$ cat config.mk
export PLATFORM = sky130hd
export DESIGN_NAME = upc_phy_ctrl
export DESIGN_NICKNAME = d
export VERILOG_FILES = /design/src/logic/upc_phy_ctrl.v
export VERILOG_INCLUDE_DIRS = /design/src /design/src/logic
export SDC_FILE = /design/constraint.sdc
export NUM_CORES = 1
export LEC_CHECK = 0
export BUFFER_PORTS_ARGS = -buffer_cell sky130_fd_sc_hd__buf_4
export CORE_MARGIN = 4
export CORE_UTILIZATION = 52
export CTS_CLUSTER_DIAMETER = 50
export DETAILED_ROUTE_END_ITERATION = 12
export GPL_ROUTABILITY_DRIVEN = 0
export PLACE_DENSITY = 0.85
export SLEW_MARGIN = 20
export SYNTH_ARGS = -nofsm -noshare
export SYNTH_HDL_FRONTEND = slang
export SYNTH_SLANG_ARGS = --single-unit
$ cat constraint.sdc
create_clock -name clk_i -period 4.22 [get_ports clk_i]
set_clock_uncertainty 0.2 [all_clocks]
set_input_delay 0.422 -clock clk_i [delete_from_list [all_inputs] [get_ports clk_i]]
set_output_delay 0.422 -clock clk_i [all_outputs]
set_load 0.01 [all_outputs]
$ cat src/logic/upc_defs.vh
`ifndef UPC_DEFS_VH
`define UPC_DEFS_VH

`define UPC_ADDR_PWR        8'h3C
`define UPC_ADDR_PHY        8'h40

`define UPC_PWR_VALID_BIT   8
`define UPC_PWR_DATA_HI     7
`define UPC_PWR_DATA_LO     0

`define UPC_PHY_NOPD_BIT    18
`define UPC_PHY_RST_BIT     13
`define UPC_PHY_RES_BIT     12
`define UPC_PHY_FILT_HI     11
`define UPC_PHY_FILT_LO     8
`define UPC_PHY_AUTO_BIT    7
`define UPC_PHY_CONF_HI     6
`define UPC_PHY_CONF_LO     4

`define UPC_PWR_RESET       9'h000
`define UPC_PHY_RESET       32'h00000000

`define UPC_LS_SE0          2'h0
`define UPC_LS_J            2'h1
`define UPC_LS_K            2'h2

`endif

$ cat src/logic/upc_phy_ctrl.v
// The Wishbone interface to the registers was decided locally.
`timescale 1ns/100ps
`include "upc_defs.vh"
`default_nettype none

module upc_phy_ctrl #(
  parameter FILT_W = 4,
  parameter CNT_W  = 16
) (
  input  wire        clk_i,
  input  wire        rst_i,
  input  wire        wb_cyc_i,
  input  wire        wb_stb_i,
  input  wire        wb_we_i,
  input  wire [7:0]  wb_adr_i,
  input  wire [3:0]  wb_sel_i,
  input  wire [31:0] wb_dat_i,
  output reg  [31:0] wb_dat_o,
  output reg         wb_ack_o,
  input  wire [1:0]  line_state_i,
  input  wire        suspended_i,
  output reg  [1:0]  line_state_filt_o,
  output reg         resume_o,
  output reg  [2:0]  phy_config_pins_o,
  output reg         usb_byte_port_a_pd_off_o,
  output reg         usb_byte_port_b_pd_off_o,
  output reg         pwr_valid_o,
  output reg  [7:0]  pwr_data_o
);

  // lane numbers
  localparam LANE_LO  = 0;
  localparam LANE_MID = 1;
  localparam LANE_HI  = 2;

  reg  [8:0]        pwr_reg;
  reg               nopd;
  reg               rst_flag;
  reg               res_flag;
  reg  [FILT_W-1:0] filt_exp;
  reg               auto_res;
  reg  [2:0]        conf;
  reg  [1:0]        ls_cand;
  reg  [CNT_W-1:0]  ls_cnt;
  reg  [1:0]        ls_filt;
  reg               hit_pwr;
  reg               hit_phy;
  reg  [31:0]       next_rdata;
  wire [CNT_W-1:0]  ls_one;
  wire [CNT_W-1:0]  ls_need;
  wire [CNT_W-1:0]  ls_cnt_inc;
  wire              ls_moved;
  wire              ls_hold;
  wire              req;
  wire              rd_req;
  wire              wr;
  wire              wr_pwr;
  wire              wr_phy;
  wire              clr_rst;
  wire              clr_res;
  wire              wake_arm;
  wire              wake_se0;
  wire              wake_k;
  wire              wake_any;

  assign req        = wb_cyc_i & wb_stb_i & ~wb_ack_o;
  assign rd_req     = req & ~wb_we_i;
  assign wr         = req & wb_we_i;
  assign wr_pwr     = wr & hit_pwr;
  assign wr_phy     = wr & hit_phy;
  assign clr_rst    = wr_phy & wb_sel_i[LANE_MID] & ~wb_dat_i[`UPC_PHY_RST_BIT];
  assign clr_res    = wr_phy & wb_sel_i[LANE_MID] & ~wb_dat_i[`UPC_PHY_RES_BIT];
  assign ls_one     = {{(CNT_W-1){1'b0}}, 1'b1};
  assign ls_need    = ls_one << filt_exp;
  assign ls_cnt_inc = ls_cnt + ls_one;
  assign ls_moved   = (line_state_i != ls_cand);
  assign ls_hold    = (ls_cnt < ls_need);
  assign wake_arm   = auto_res & suspended_i;
  assign wake_se0   = wake_arm & (ls_filt == `UPC_LS_SE0);
  assign wake_k     = wake_arm & (ls_filt == `UPC_LS_K);
  assign wake_any   = wake_se0 | wake_k;

  // address decode
  always @* begin
    hit_pwr = 1'b0;
    hit_phy = 1'b0;
    if (wb_adr_i == `UPC_ADDR_PWR) begin
      hit_pwr = 1'b1;
    end else if (wb_adr_i == `UPC_ADDR_PHY) begin
      hit_phy = 1'b1;
    end
  end

  // read mux
  always @* begin
    next_rdata = 32'h00000000;
    if (hit_pwr) begin
      next_rdata[`UPC_PWR_VALID_BIT]                = pwr_reg[8];
      next_rdata[`UPC_PWR_DATA_HI:`UPC_PWR_DATA_LO] = pwr_reg[7:0];
    end else if (hit_phy) begin
      next_rdata[`UPC_PHY_NOPD_BIT]                    = nopd;
      next_rdata[`UPC_PHY_RST_BIT]                     = rst_flag;
      next_rdata[`UPC_PHY_RES_BIT]                     = res_flag;
      next_rdata[`UPC_PHY_FILT_HI:`UPC_PHY_FILT_LO]    = filt_exp;
      next_rdata[`UPC_PHY_AUTO_BIT]                    = auto_res;
      next_rdata[`UPC_PHY_CONF_HI:`UPC_PHY_CONF_LO]    = conf;
    end
  end

  // ack, one cycle after the request is taken
  always @(posedge clk_i) begin
    if (rst_i) begin
      wb_ack_o <= 1'b0;
    end else begin
      wb_ack_o <= req;
    end
  end

  // read data, zero outside an ack
  always @(posedge clk_i) begin
    if (rst_i) begin
      wb_dat_o <= 32'h00000000;
    end else if (rd_req) begin
      wb_dat_o <= next_rdata;
    end else begin
      wb_dat_o <= 32'h00000000;
    end
  end

  // power signalling word
  always @(posedge clk_i) begin
    if (rst_i) begin
      pwr_reg <= `UPC_PWR_RESET;
    end else if (wr_pwr) begin
      if (wb_sel_i[LANE_LO]) begin
        pwr_reg[7:0] <= wb_dat_i[`UPC_PWR_DATA_HI:`UPC_PWR_DATA_LO];
      end
      if (wb_sel_i[LANE_MID]) begin
        pwr_reg[8] <= wb_dat_i[`UPC_PWR_VALID_BIT];
      end
    end
  end

  // pulldown disable
  always @(posedge clk_i) begin
    if (rst_i) begin
      nopd <= 1'b0;
    end else if (wr_phy && wb_sel_i[LANE_HI]) begin
      nopd <= wb_dat_i[`UPC_PHY_NOPD_BIT];
    end
  end

  // filter exponent
  always @(posedge clk_i) begin
    if (rst_i) begin
      filt_exp <= {FILT_W{1'b0}};
    end else if (wr_phy && wb_sel_i[LANE_MID]) begin
      filt_exp <= wb_dat_i[`UPC_PHY_FILT_HI:`UPC_PHY_FILT_LO];
    end
  end

  // hardware resume enable
  always @(posedge clk_i) begin
    if (rst_i) begin
      auto_res <= 1'b0;
    end else if (wr_phy && wb_sel_i[LANE_LO]) begin
      auto_res <= wb_dat_i[`UPC_PHY_AUTO_BIT];
    end
  end

  // phy config field
  always @(posedge clk_i) begin
    if (rst_i) begin
      conf <= 3'h0;
    end else if (wr_phy && wb_sel_i[LANE_LO]) begin
      conf <= wb_dat_i[`UPC_PHY_CONF_HI:`UPC_PHY_CONF_LO];
    end
  end

  // se0 wake cause, set wins over clear
  always @(posedge clk_i) begin
    if (rst_i) begin
      rst_flag <= 1'b0;
    end else if (wake_se0) begin
      rst_flag <= 1'b1;
    end else if (clr_rst) begin
      rst_flag <= 1'b0;
    end
  end

  // k wake cause, set wins over clear
  always @(posedge clk_i) begin
    if (rst_i) begin
      res_flag <= 1'b0;
    end else if (wake_k) begin
      res_flag <= 1'b1;
    end else if (clr_res) begin
      res_flag <= 1'b0;
    end
  end

  // candidate line state
  always @(posedge clk_i) begin
    if (rst_i) begin
      ls_cand <= `UPC_LS_J;
    end else if (ls_moved) begin
      ls_cand <= line_state_i;
    end
  end

  // persistence counter, saturates at the need
  always @(posedge clk_i) begin
    if (rst_i) begin
      ls_cnt <= {CNT_W{1'b0}};
    end else if (ls_moved) begin
      ls_cnt <= ls_one;
    end else if (ls_hold) begin
      ls_cnt <= ls_cnt_inc;
    end
  end

  // accepted line state
  always @(posedge clk_i) begin
    if (rst_i) begin
      ls_filt <= `UPC_LS_J;
    end else if (ls_moved && (ls_need == ls_one)) begin
      ls_filt <= line_state_i;
    end else if (!ls_moved && ls_hold && (ls_cnt_inc == ls_need)) begin
      ls_filt <= ls_cand;
    end
  end

  // filtered line state out
  always @(posedge clk_i) begin
    if (rst_i) begin
      line_state_filt_o <= `UPC_LS_J;
    end else begin
      line_state_filt_o <= ls_filt;
    end
  end

  // resume strobe out
  always @(posedge clk_i) begin
    if (rst_i) begin
      resume_o <= 1'b0;
    end else begin
      resume_o <= wake_any;
    end
  end

  // config pins out
  always @(posedge clk_i) begin
    if (rst_i) begin
      phy_config_pins_o <= 3'h0;
    end else begin
      phy_config_pins_o <= conf;
    end
  end

  // port a pulldown off
  always @(posedge clk_i) begin
    if (rst_i) begin
      usb_byte_port_a_pd_off_o <= 1'b0;
    end else begin
      usb_byte_port_a_pd_off_o <= nopd;
    end
  end

  // port b pulldown off
  always @(posedge clk_i) begin
    if (rst_i) begin
      usb_byte_port_b_pd_off_o <= 1'b0;
    end else begin
      usb_byte_port_b_pd_off_o <= nopd;
    end
  end

  // power valid out
  always @(posedge clk_i) begin
    if (rst_i) begin
      pwr_valid_o <= 1'b0;
    end else begin
      pwr_valid_o <= pwr_reg[8];
    end
  end

  // power data out
  always @(posedge clk_i) begin
    if (rst_i) begin
      pwr_data_o <= 8'h00;
    end else begin
      pwr_data_o <= pwr_reg[7:0];
    end
  end

endmodule

`default_nettype wire

[Word level (Yosys, flattened, before mapping)]
Cells that the tools add are included.
Word-level totals
  flip-flop bits (word level): 89
  input bits: 52
  output and inout bits: 50
  logic and storage cells: 83
Operators by class
  add/subtract/negate cells: 1
  magnitude comparators: 1
  eq/ne operators: 6
  shift operators: 1
  multiplexer cells: 13
  bitwise gates (word level): 20
  reduce and logical (&&, ||, !) cells: 18
Operators with widths (number)
  $add A16 B1 Y16 const B: 1
  $eq A16 B1 Y1 const B: 1
  $eq A16 B16 Y1: 1
  $lt A16 B16 Y1: 1
  $shl A1 B4 Y16 const A: 1
  $and A1 B1 Y1: 12
  $mux W5: 2
  $mux W1: 9
  $eq A8 B6 Y1 const B: 1
  $eq A8 B7 Y1 const B: 1
  $reduce_bool A2 Y1: 4
  $not A1 Y1: 7
  $logic_and A1 B1 Y1: 6
  $mux W2: 2
  $reduce_and A2 Y1: 2
  $reduce_or A2 Y1: 2
  $reduce_or A4 Y1: 1
  $reduce_or A3 Y1: 1
  $eq A2 B2 Y1 const B: 1
  $logic_not A2 Y1: 1
  $ne A2 B2 Y1: 1
  $logic_not A1 Y1: 1
  $or A1 B1 Y1: 1

[Logic depth before layout (Yosys ltp)]
Gate-level depths: netlist (run 1).
  depth after elaboration: 8
  depth in mapped cells: 14
  gate-level depth less buffers: 11

[Least setup slack after synthesis (run 1)]
OpenSTA, ideal clock, no wires.
  path kind: register to register
  from: register filt_exp[0]
  to: register ls_cnt[11]
  setup time: 0.128 ns
  arrival time: 2.602 ns
  data required time: 3.892 ns
  slack: 1.291 ns
  cell stages (with the launch flop): 14
  path buffers: 3
  period minus slack after synthesis: 2.929 ns
  cell sequence: dfxtp_1 buf_2 nor2b_1 nand3_1 ha_1 a21o_1 a21o_1 a211oi_1 o21a_1 buf_6 clkbuf_1 nand2_1 xnor2_1 nor2_1
On the way
  word-level cells in the longest chain between the ends: 2
RTL lines
  from (decl): line upc_phy_ctrl.v:40  | reg [FILT_W-1:0] filt_exp;
  from (signal assigned): line upc_phy_ctrl.v:156  | filt_exp <= {FILT_W{1'b0}};
  from (signal assigned): line upc_phy_ctrl.v:158  | filt_exp <= wb_dat_i[`UPC_PHY_FILT_HI:`UPC_PHY_FILT_LO];
  $shl A1 B4 Y16: line upc_phy_ctrl.v:74  | assign ls_need = ls_one << filt_exp;
  $lt A16 B16 Y1: line upc_phy_ctrl.v:77  | assign ls_hold = (ls_cnt < ls_need);
  to (signal assigned): line upc_phy_ctrl.v:214  | ls_cnt <= {CNT_W{1'b0}};
  to (signal assigned): line upc_phy_ctrl.v:216  | ls_cnt <= ls_one;
  to (signal assigned): line upc_phy_ctrl.v:218  | ls_cnt <= ls_cnt_inc;
  to (decl): line upc_phy_ctrl.v:44  | reg [CNT_W-1:0] ls_cnt;
Every way passes these cells.
A chain may end at the register's enable or synchronous reset.

[Worst setup path in the final report (run 1)]
  from: register filt_exp[3]
  to: register ls_cnt[9]
Same word-level chain as after synthesis.

==> qor.txt, run 1 <==
Status: finished, final reports clean
Critical Path Start Type: flip-flop
GRT Util Overall: 0.195
Site Rows: 30
CTS tree: yes
Share of cells above drive strength 1: 0.198
Async set-or-reset flop fraction in the synthesized netlist: 0
Vias per cell: 5.25
Area Overhead vs Synth: 16.5%
# diodes: 0
CTS clk-pin slew, worst paths: 0.08 ns
Setup TNS: 0 ns
Die width: 91.7 µm
Largest net degree at the start of global routing: 45
Synth warnings: 0
Synth Instances: 407
Grt total ovfl: 0
RSZ-0062 raised after global routing: no
Nets: 533
Yosys reg bits: 72
Slew @ Worst Pin: 0.886 ns
Pre-antenna DRT Iters: 4
Initial cell density of the core: 0.536
1st-iter DRT viols: 153
# DRC: 0
Fin crit period: 3.32 ns
# setup viols final: 0
Initial antenna violation count: 0
ANT nets after route: 0
# resized after CTS: 0
Max-slew violations: 0
Synth area leaders: dfxtp_1 40%, ha_1 5.8%, xnor2_1 5.1%, xor2_1 4.3%, buf_4 3.9%
Max Cap Violations: 0
Final worst setup slack: 0.898 ns
Hold WC Path Type: in -> reg
Synthesized area: 0.00364 mm²
Placed cell count: 549
Max Clock Freq: 301 MHz
Post-synth cell types: 50
WP data required: 4.22 ns
Pre-CTS WS: 0.935 ns
Post-CTS Repair Setup Buffers: 0
Post-Layout Cell Count: 565
CTS root buffer: clkbuf_8
Mean Syn Cell Area: 8.95 µm²
Port Buffers: 66
Worst-path fanout max: 14
Largest register FFs: 16
Pwr/cell area: 296 mW/mm²
Dpl hpwl: 5.92 mm
Final hold vios: 0
Core Region: 0.00679 mm²
Die span in y: 91.7 µm
DR WL/cell: 14.0 µm
Routed vias: 2965
Crit. End Element: flip-flop
CTS max path bufs: 2
Final wirelength: 7.93 mm
Post-synth EDFFs: 0
H-tree lvl count: 3
Top FF cell, synth: dfxtp_1
# clock sinks: 72
Largest area contributor in the netlist: dfxtp_1
Vias in the first global route: 2876
First-pass GRT wire length: 13.3 mm
Maximum VDD drop: 208 µV
Number of CTS-inserted buffers: 9
Area share of the largest cell type after synthesis: 0.396
Fill cells: 578
Final period utilization: 0.787
Worst skew pair latency: 0.35 ns
Max-Slew Margin vs Limit: 0.408
Pleak: 1.83 nW
Reg-to-reg setup timing slack: 0.90 ns
Cts hold-fix bufs: 0
Die Area: 0.00840 mm²
Setup Crit Path Kind: reg -> reg
Post-synthesis sequential area ratio: 0.396
Crit path DAT: 3.33 ns
Top Ports: 102
==> placed cells by master (no fill, tap or decap), types with 2 or more instances in the layout <==
cell	count
nand4bb_1	2
a22o_1	5
clkinvlp_4	3
nand4_1	11
nor2b_1	22
nor2_1	35
inv_1	10
and2_1	10
clkbuf_8	9
conb_1	17
nor4_1	4
and3_1	5
mux2_2	2
a21oi_1	21
buf_4	69
a31oi_1	2
xnor2_1	21
ha_1	17
nand3_1	25
o21ai_0	7
xor2_1	18
mux2i_1	11
and3_2	2
a21o_1	3
nand2_1	34
nor4b_1	2
dfxtp_1	72
o211ai_1	2
or3_1	2
nor3_1	5
==> power by group <==
group / switching (mW) / internal, mW
Combinational: 0.0468 / 0.0381
Clock: 0.269 / 0.215
Sequential: 0.00355 / 0.684
Total: 0.319 / 0.938
==> stage by stage <==
| step | instance area (µm²) | total power, mW | utilization | hold slack [ns] |
|---|---|---|---|---|
| finish | 4240 | 1.26 | 0.624 | 0.0980 |
| global route | 4240 | 1.31 | 0.624 | 0.0931 |
| CTS | 4240 | 1.27 | 0.624 | 0.0881 |
| detailed placement | 4070 | 0.787 | 0.599 | 0.236 |
| global placement | 4070 | 0.784 | 0.599 | 0.231 |
| floorplan | 3700 | 0.763 | - | 0.205 |
==> final cells by class <==
cell class,instances,area (µm²),share of cell area
multi-input cells,302,1950,0.460
flip-flops and latches,72,1440,0.340
repair buffers,69,518,0.122
clock buffers,10,128,0.0301
well taps,96,120,0.0283
clock inverters,6,45.0,0.0106
inverters,10,37.5,0.00885
==> synth_stat cells (2+ instances only) <==
cell type,count
a21o_1,3
a21oi_1,21
a22o_1,5
a31oi_1,2
and2_1,10
and3_1,5
and3_2,2
buf_2,5
buf_4,19
buf_6,3
clkbuf_1,9
clkbuf_8,2
dfxtp_1,72
ha_1,17
inv_1,10
mux2_2,2
mux2i_1,11
nand2_1,34
nand3_1,25
nand4_1,11
nand4bb_1,2
nor2_1,35
nor2b_1,22
nor3_1,5
nor4_1,4
nor4b_1,2
o211ai_1,2
o21ai_0,7
or3_1,2
xnor2_1,21
xor2_1,18
==> kinds of logic after synthesis <==
| family | Yosys count | share of synthesized area |
|---|---|---|
| buf+inv | 49 | 0.0845 |
| mux | 14 | 0.0395 |
| compound gates | 46 | 0.0780 |
| simple gates | 169 | 0.249 |
| other cells | 1 | 0.00103 |
| xor+xnor | 39 | 0.0938 |
| flops | 72 | 0.396 |
| fa+ha+maj | 17 | 0.0584 |
==> path summary, 6_finish.rpt <==
path	cells after the start	startpoint	end
hold / removal	2	line_state_i[0]	ls_cand[0]$_SDFFE_PP1P_
hold reg to reg	1	res_flag$_SDFFE_PP0P_	wb_dat_o[12]$_SDFF_PP0_
setup reg to reg	12	filt_exp[3]$_SDFFE_PP0P_	ls_cnt[9]$_SDFFE_PP0P_
setup / recovery	12	filt_exp[3]$_SDFFE_PP0P_	ls_cnt[9]$_SDFFE_PP0P_
==> layer usage <==
metal,up-vias,routed length [µm],part of all wire,GRT usage
met4,0,129,0.016,0.0603
met3,16,453,0.057,0.0533
met5,-,0,0,0
li1,1467,-,-,-
met1,1393,3440,0.43,0.235
met2,89,3910,0.49,0.338
==> worst max-delay path, cell delays in order (launching register included) <==
cell      delay (ns)
dfxtp_1         0.59
nor4b_1         0.64
inv_1           0.14
ha_1            0.22
a21o_1          0.16
nand3_1         0.08
a21oi_1         0.06
a211oi_1        0.22
o21a_1          0.28
buf_4           0.24
nand4_1         0.13
xnor2_1         0.17
nor2_1          0.05
(Power assumes the default switching activity.)
==> run 2: changes to the inputs <==
- clock period: 4.22 -> 3.5 ns (I/O delays scaled with it)
==> qor.txt, run 2 (same netlist as run 1, synthesis figures left out) <==
Status: finished, final reports clean
Total chip power: 1.63 mW (+30%)
Fin crit period: 3.13 ns (-0.187 ns)
Pwr/cell area: 378 mW/mm² (+27%)
Max Cap Violations: 0 (unchanged)
H-tree lvl count: 3 (unchanged)
# setup viols final: 0 (unchanged)
Vias per cell: 5.27 (+0.49%)
Critical Path Start Type: flip-flop
Critical path origin: filt_exp[1]$_SDFFE_PP0P_
Reg-to-reg setup timing slack: 0.37 ns (-0.53 ns)
Dpl hpwl: 5.96 mm (+0.54%)
Cts hold-fix bufs: 0 (unchanged)
Pre-antenna DRT Iters: 4 (unchanged)
WP data required: 3.52 ns (-0.70 ns)
Number of CTS-inserted buffers: 9 (unchanged)
Commonest non-fill, non-tap cell in the layout: buf_4
R2R depth: 12 (unchanged)
Largest net degree at the start of global routing: 45 (unchanged)
Crit path DAT: 3.16 ns (-0.17 ns)
Initial cell density of the core: 0.536 (unchanged)
CTS clk-pin slew, worst paths: 0.09 ns (about the same)
Port Buffers: 66 (unchanged)
Most frequent cells in the layout: 73 x buf_4, 72 x dfxtp_1, 35 x nor2_1
Worst Hold Slack: 0.0178 ns (-0.0801 ns)
Maximum VDD drop: 398 µV (+92%)
ANT nets after route: 0 (unchanged)
Site Rows: 30 (unchanged)
Initial antenna violation count: 0 (unchanged)
RR Endpoint: ls_cnt[10]$_SDFFE_PP0P_
Worst skew pair latency: 0.35 ns (about the same)
Die Area: 0.00840 mm² (unchanged)
Post-Layout Cell Count: 570 (+0.88%)
Die width: 91.7 µm (unchanged)
Largest register FFs: 16 (unchanged)
Post-CTS Repair Setup Buffers: 0 (unchanged)
Max-slew violations: 0 (unchanged)
CTS root buffer: clkbuf_8
Top Ports: 102 (unchanged)
CTS tree: yes
Nets: 538 (+0.94%)
Slew @ Worst Pin: 0.882 ns (-0.00399 ns)
# DRC: 0 (unchanged)
Die span in y: 91.7 µm (unchanged)
Setup TNS: 0 ns (unchanged)
Setup Crit Path Kind: reg -> reg
Pleak: 1.88 nW (+2.9%)
GRT Util Overall: 0.195 (-0.000524)
# diodes: 0 (unchanged)
Core Region: 0.00679 mm² (unchanged)
Share of cells above drive strength 1: 0.209 (+0.0106)
Area Overhead vs Synth: 18.9%
Hold WC Path Type: in -> reg
Routed vias: 3006 (+1.4%)
Grt total ovfl: 0 (unchanged)
# clock sinks: 72 (unchanged)
First-pass GRT wire length: 13.2 mm (-0.72%)
R2r startpoint: filt_exp[1]$_SDFFE_PP0P_
# resized after CTS: 0 (unchanged)
Final hold vios: 0 (unchanged)
Vias in the first global route: 2796 (-2.8%)
CP endpoint: ls_cnt[10]$_SDFFE_PP0P_
Crit. End Element: flip-flop
Worst-path fanout max: 14 (unchanged)
DR WL/cell: 14.1 µm (+0.17%)
Util after Layout: 0.637 (+0.0127)
Max Clock Freq: 319 MHz (+6.0%)
Final period utilization: 0.896 (+0.108)
RSZ-0062 raised after global routing: no
Placed cell count: 554 (+0.91%)
1st-iter DRT viols: 161 (+5.2%)
Max-Slew Margin vs Limit: 0.410 (+0.00267)
CTS max path bufs: 2 (unchanged)
Final wirelength: 8.01 mm (+1.1%)
## run 2: cell type report
class                           instances  area [µm²]
Fill cell                             548        2470
Sequential cell                        72        1440
Multi-Input combinational cell        302        1950
Clock inverter                          7        85.1
Clock buffer                            9         124
Timing Repair Buffer                   74         568
Tap cell                               96         120
Inverter                               10        37.5
## run 2: metal layers
| layer | track usage | wire length, µm | vias up |
|---|---|---|---|
| met5 | 0 | 0 | - |
| met2 | 0.315 | 3880 | 94 |
| met3 | 0.0500 | 396 | 16 |
| li1 | - | - | 1478 |
| met1 | 0.247 | 3560 | 1418 |
| met4 | 0.0791 | 180 | 0 |
## run 2: worst min-delay path by stage
| stage | from | endpoint | slack (ns) | depth (start not counted) |
|---|---|---|---|---|
| finish | line_state_i[0] | ls_cand[0]$_SDFFE_PP1P_ | 0.02 | 2 |
| global route | line_state_i[0] | ls_cand[0]$_SDFFE_PP1P_ | 0.005 | 2 |
| CTS | line_state_i[0] | ls_cand[0]$_SDFFE_PP1P_ | 0.005 | 2 |
| detailed placement | res_flag$_SDFFE_PP0P_ | wb_dat_o[12]$_SDFF_PP0_ | 0.24 | 1 |
| global placement | res_flag$_SDFFE_PP0P_ | wb_dat_o[12]$_SDFF_PP0_ | 0.24 | 1 |
| floorplan | ls_filt[0]$_SDFFE_PP1P_ | line_state_filt_o[0]$_SDFF_PP1_ | 0.20 | 2 |
## run 2: power breakdown
group / internal (mW) / switching, mW / total (mW)
combinational: 0.0497 / 0.0570 / 0.107
sequential: 0.825 / 0.00405 / 0.829
clock: 0.344 / 0.355 / 0.699
total: 1.22 / 0.416 / 1.63
## run 2: metrics by stage
| stage | cell area (µm²) | worst slack [ns] |
|---|---|---|
| after detailed placement | 4120 | 0.427 |
| after global routing | 4330 | 0.173 |
| after floorplan | 3700 | 0.571 |
| after CTS | 4330 | 0.417 |
| after global placement | 4120 | 0.498 |
| final | 4330 | 0.366 |
## run 2: critical path, stage by stage, from the launching register on
cell and delay [ns]:
dfxtp_1 0.44, nor2b_1 0.35, nand2_1 0.19, ha_1 0.34, a21o_1 0.19, nand3_1 0.08
a21oi_1 0.07, a211oi_1 0.24, o21a_1 0.35, buf_12 0.18, nand4_1 0.12, xor2_1 0.18
nor2_1 0.06
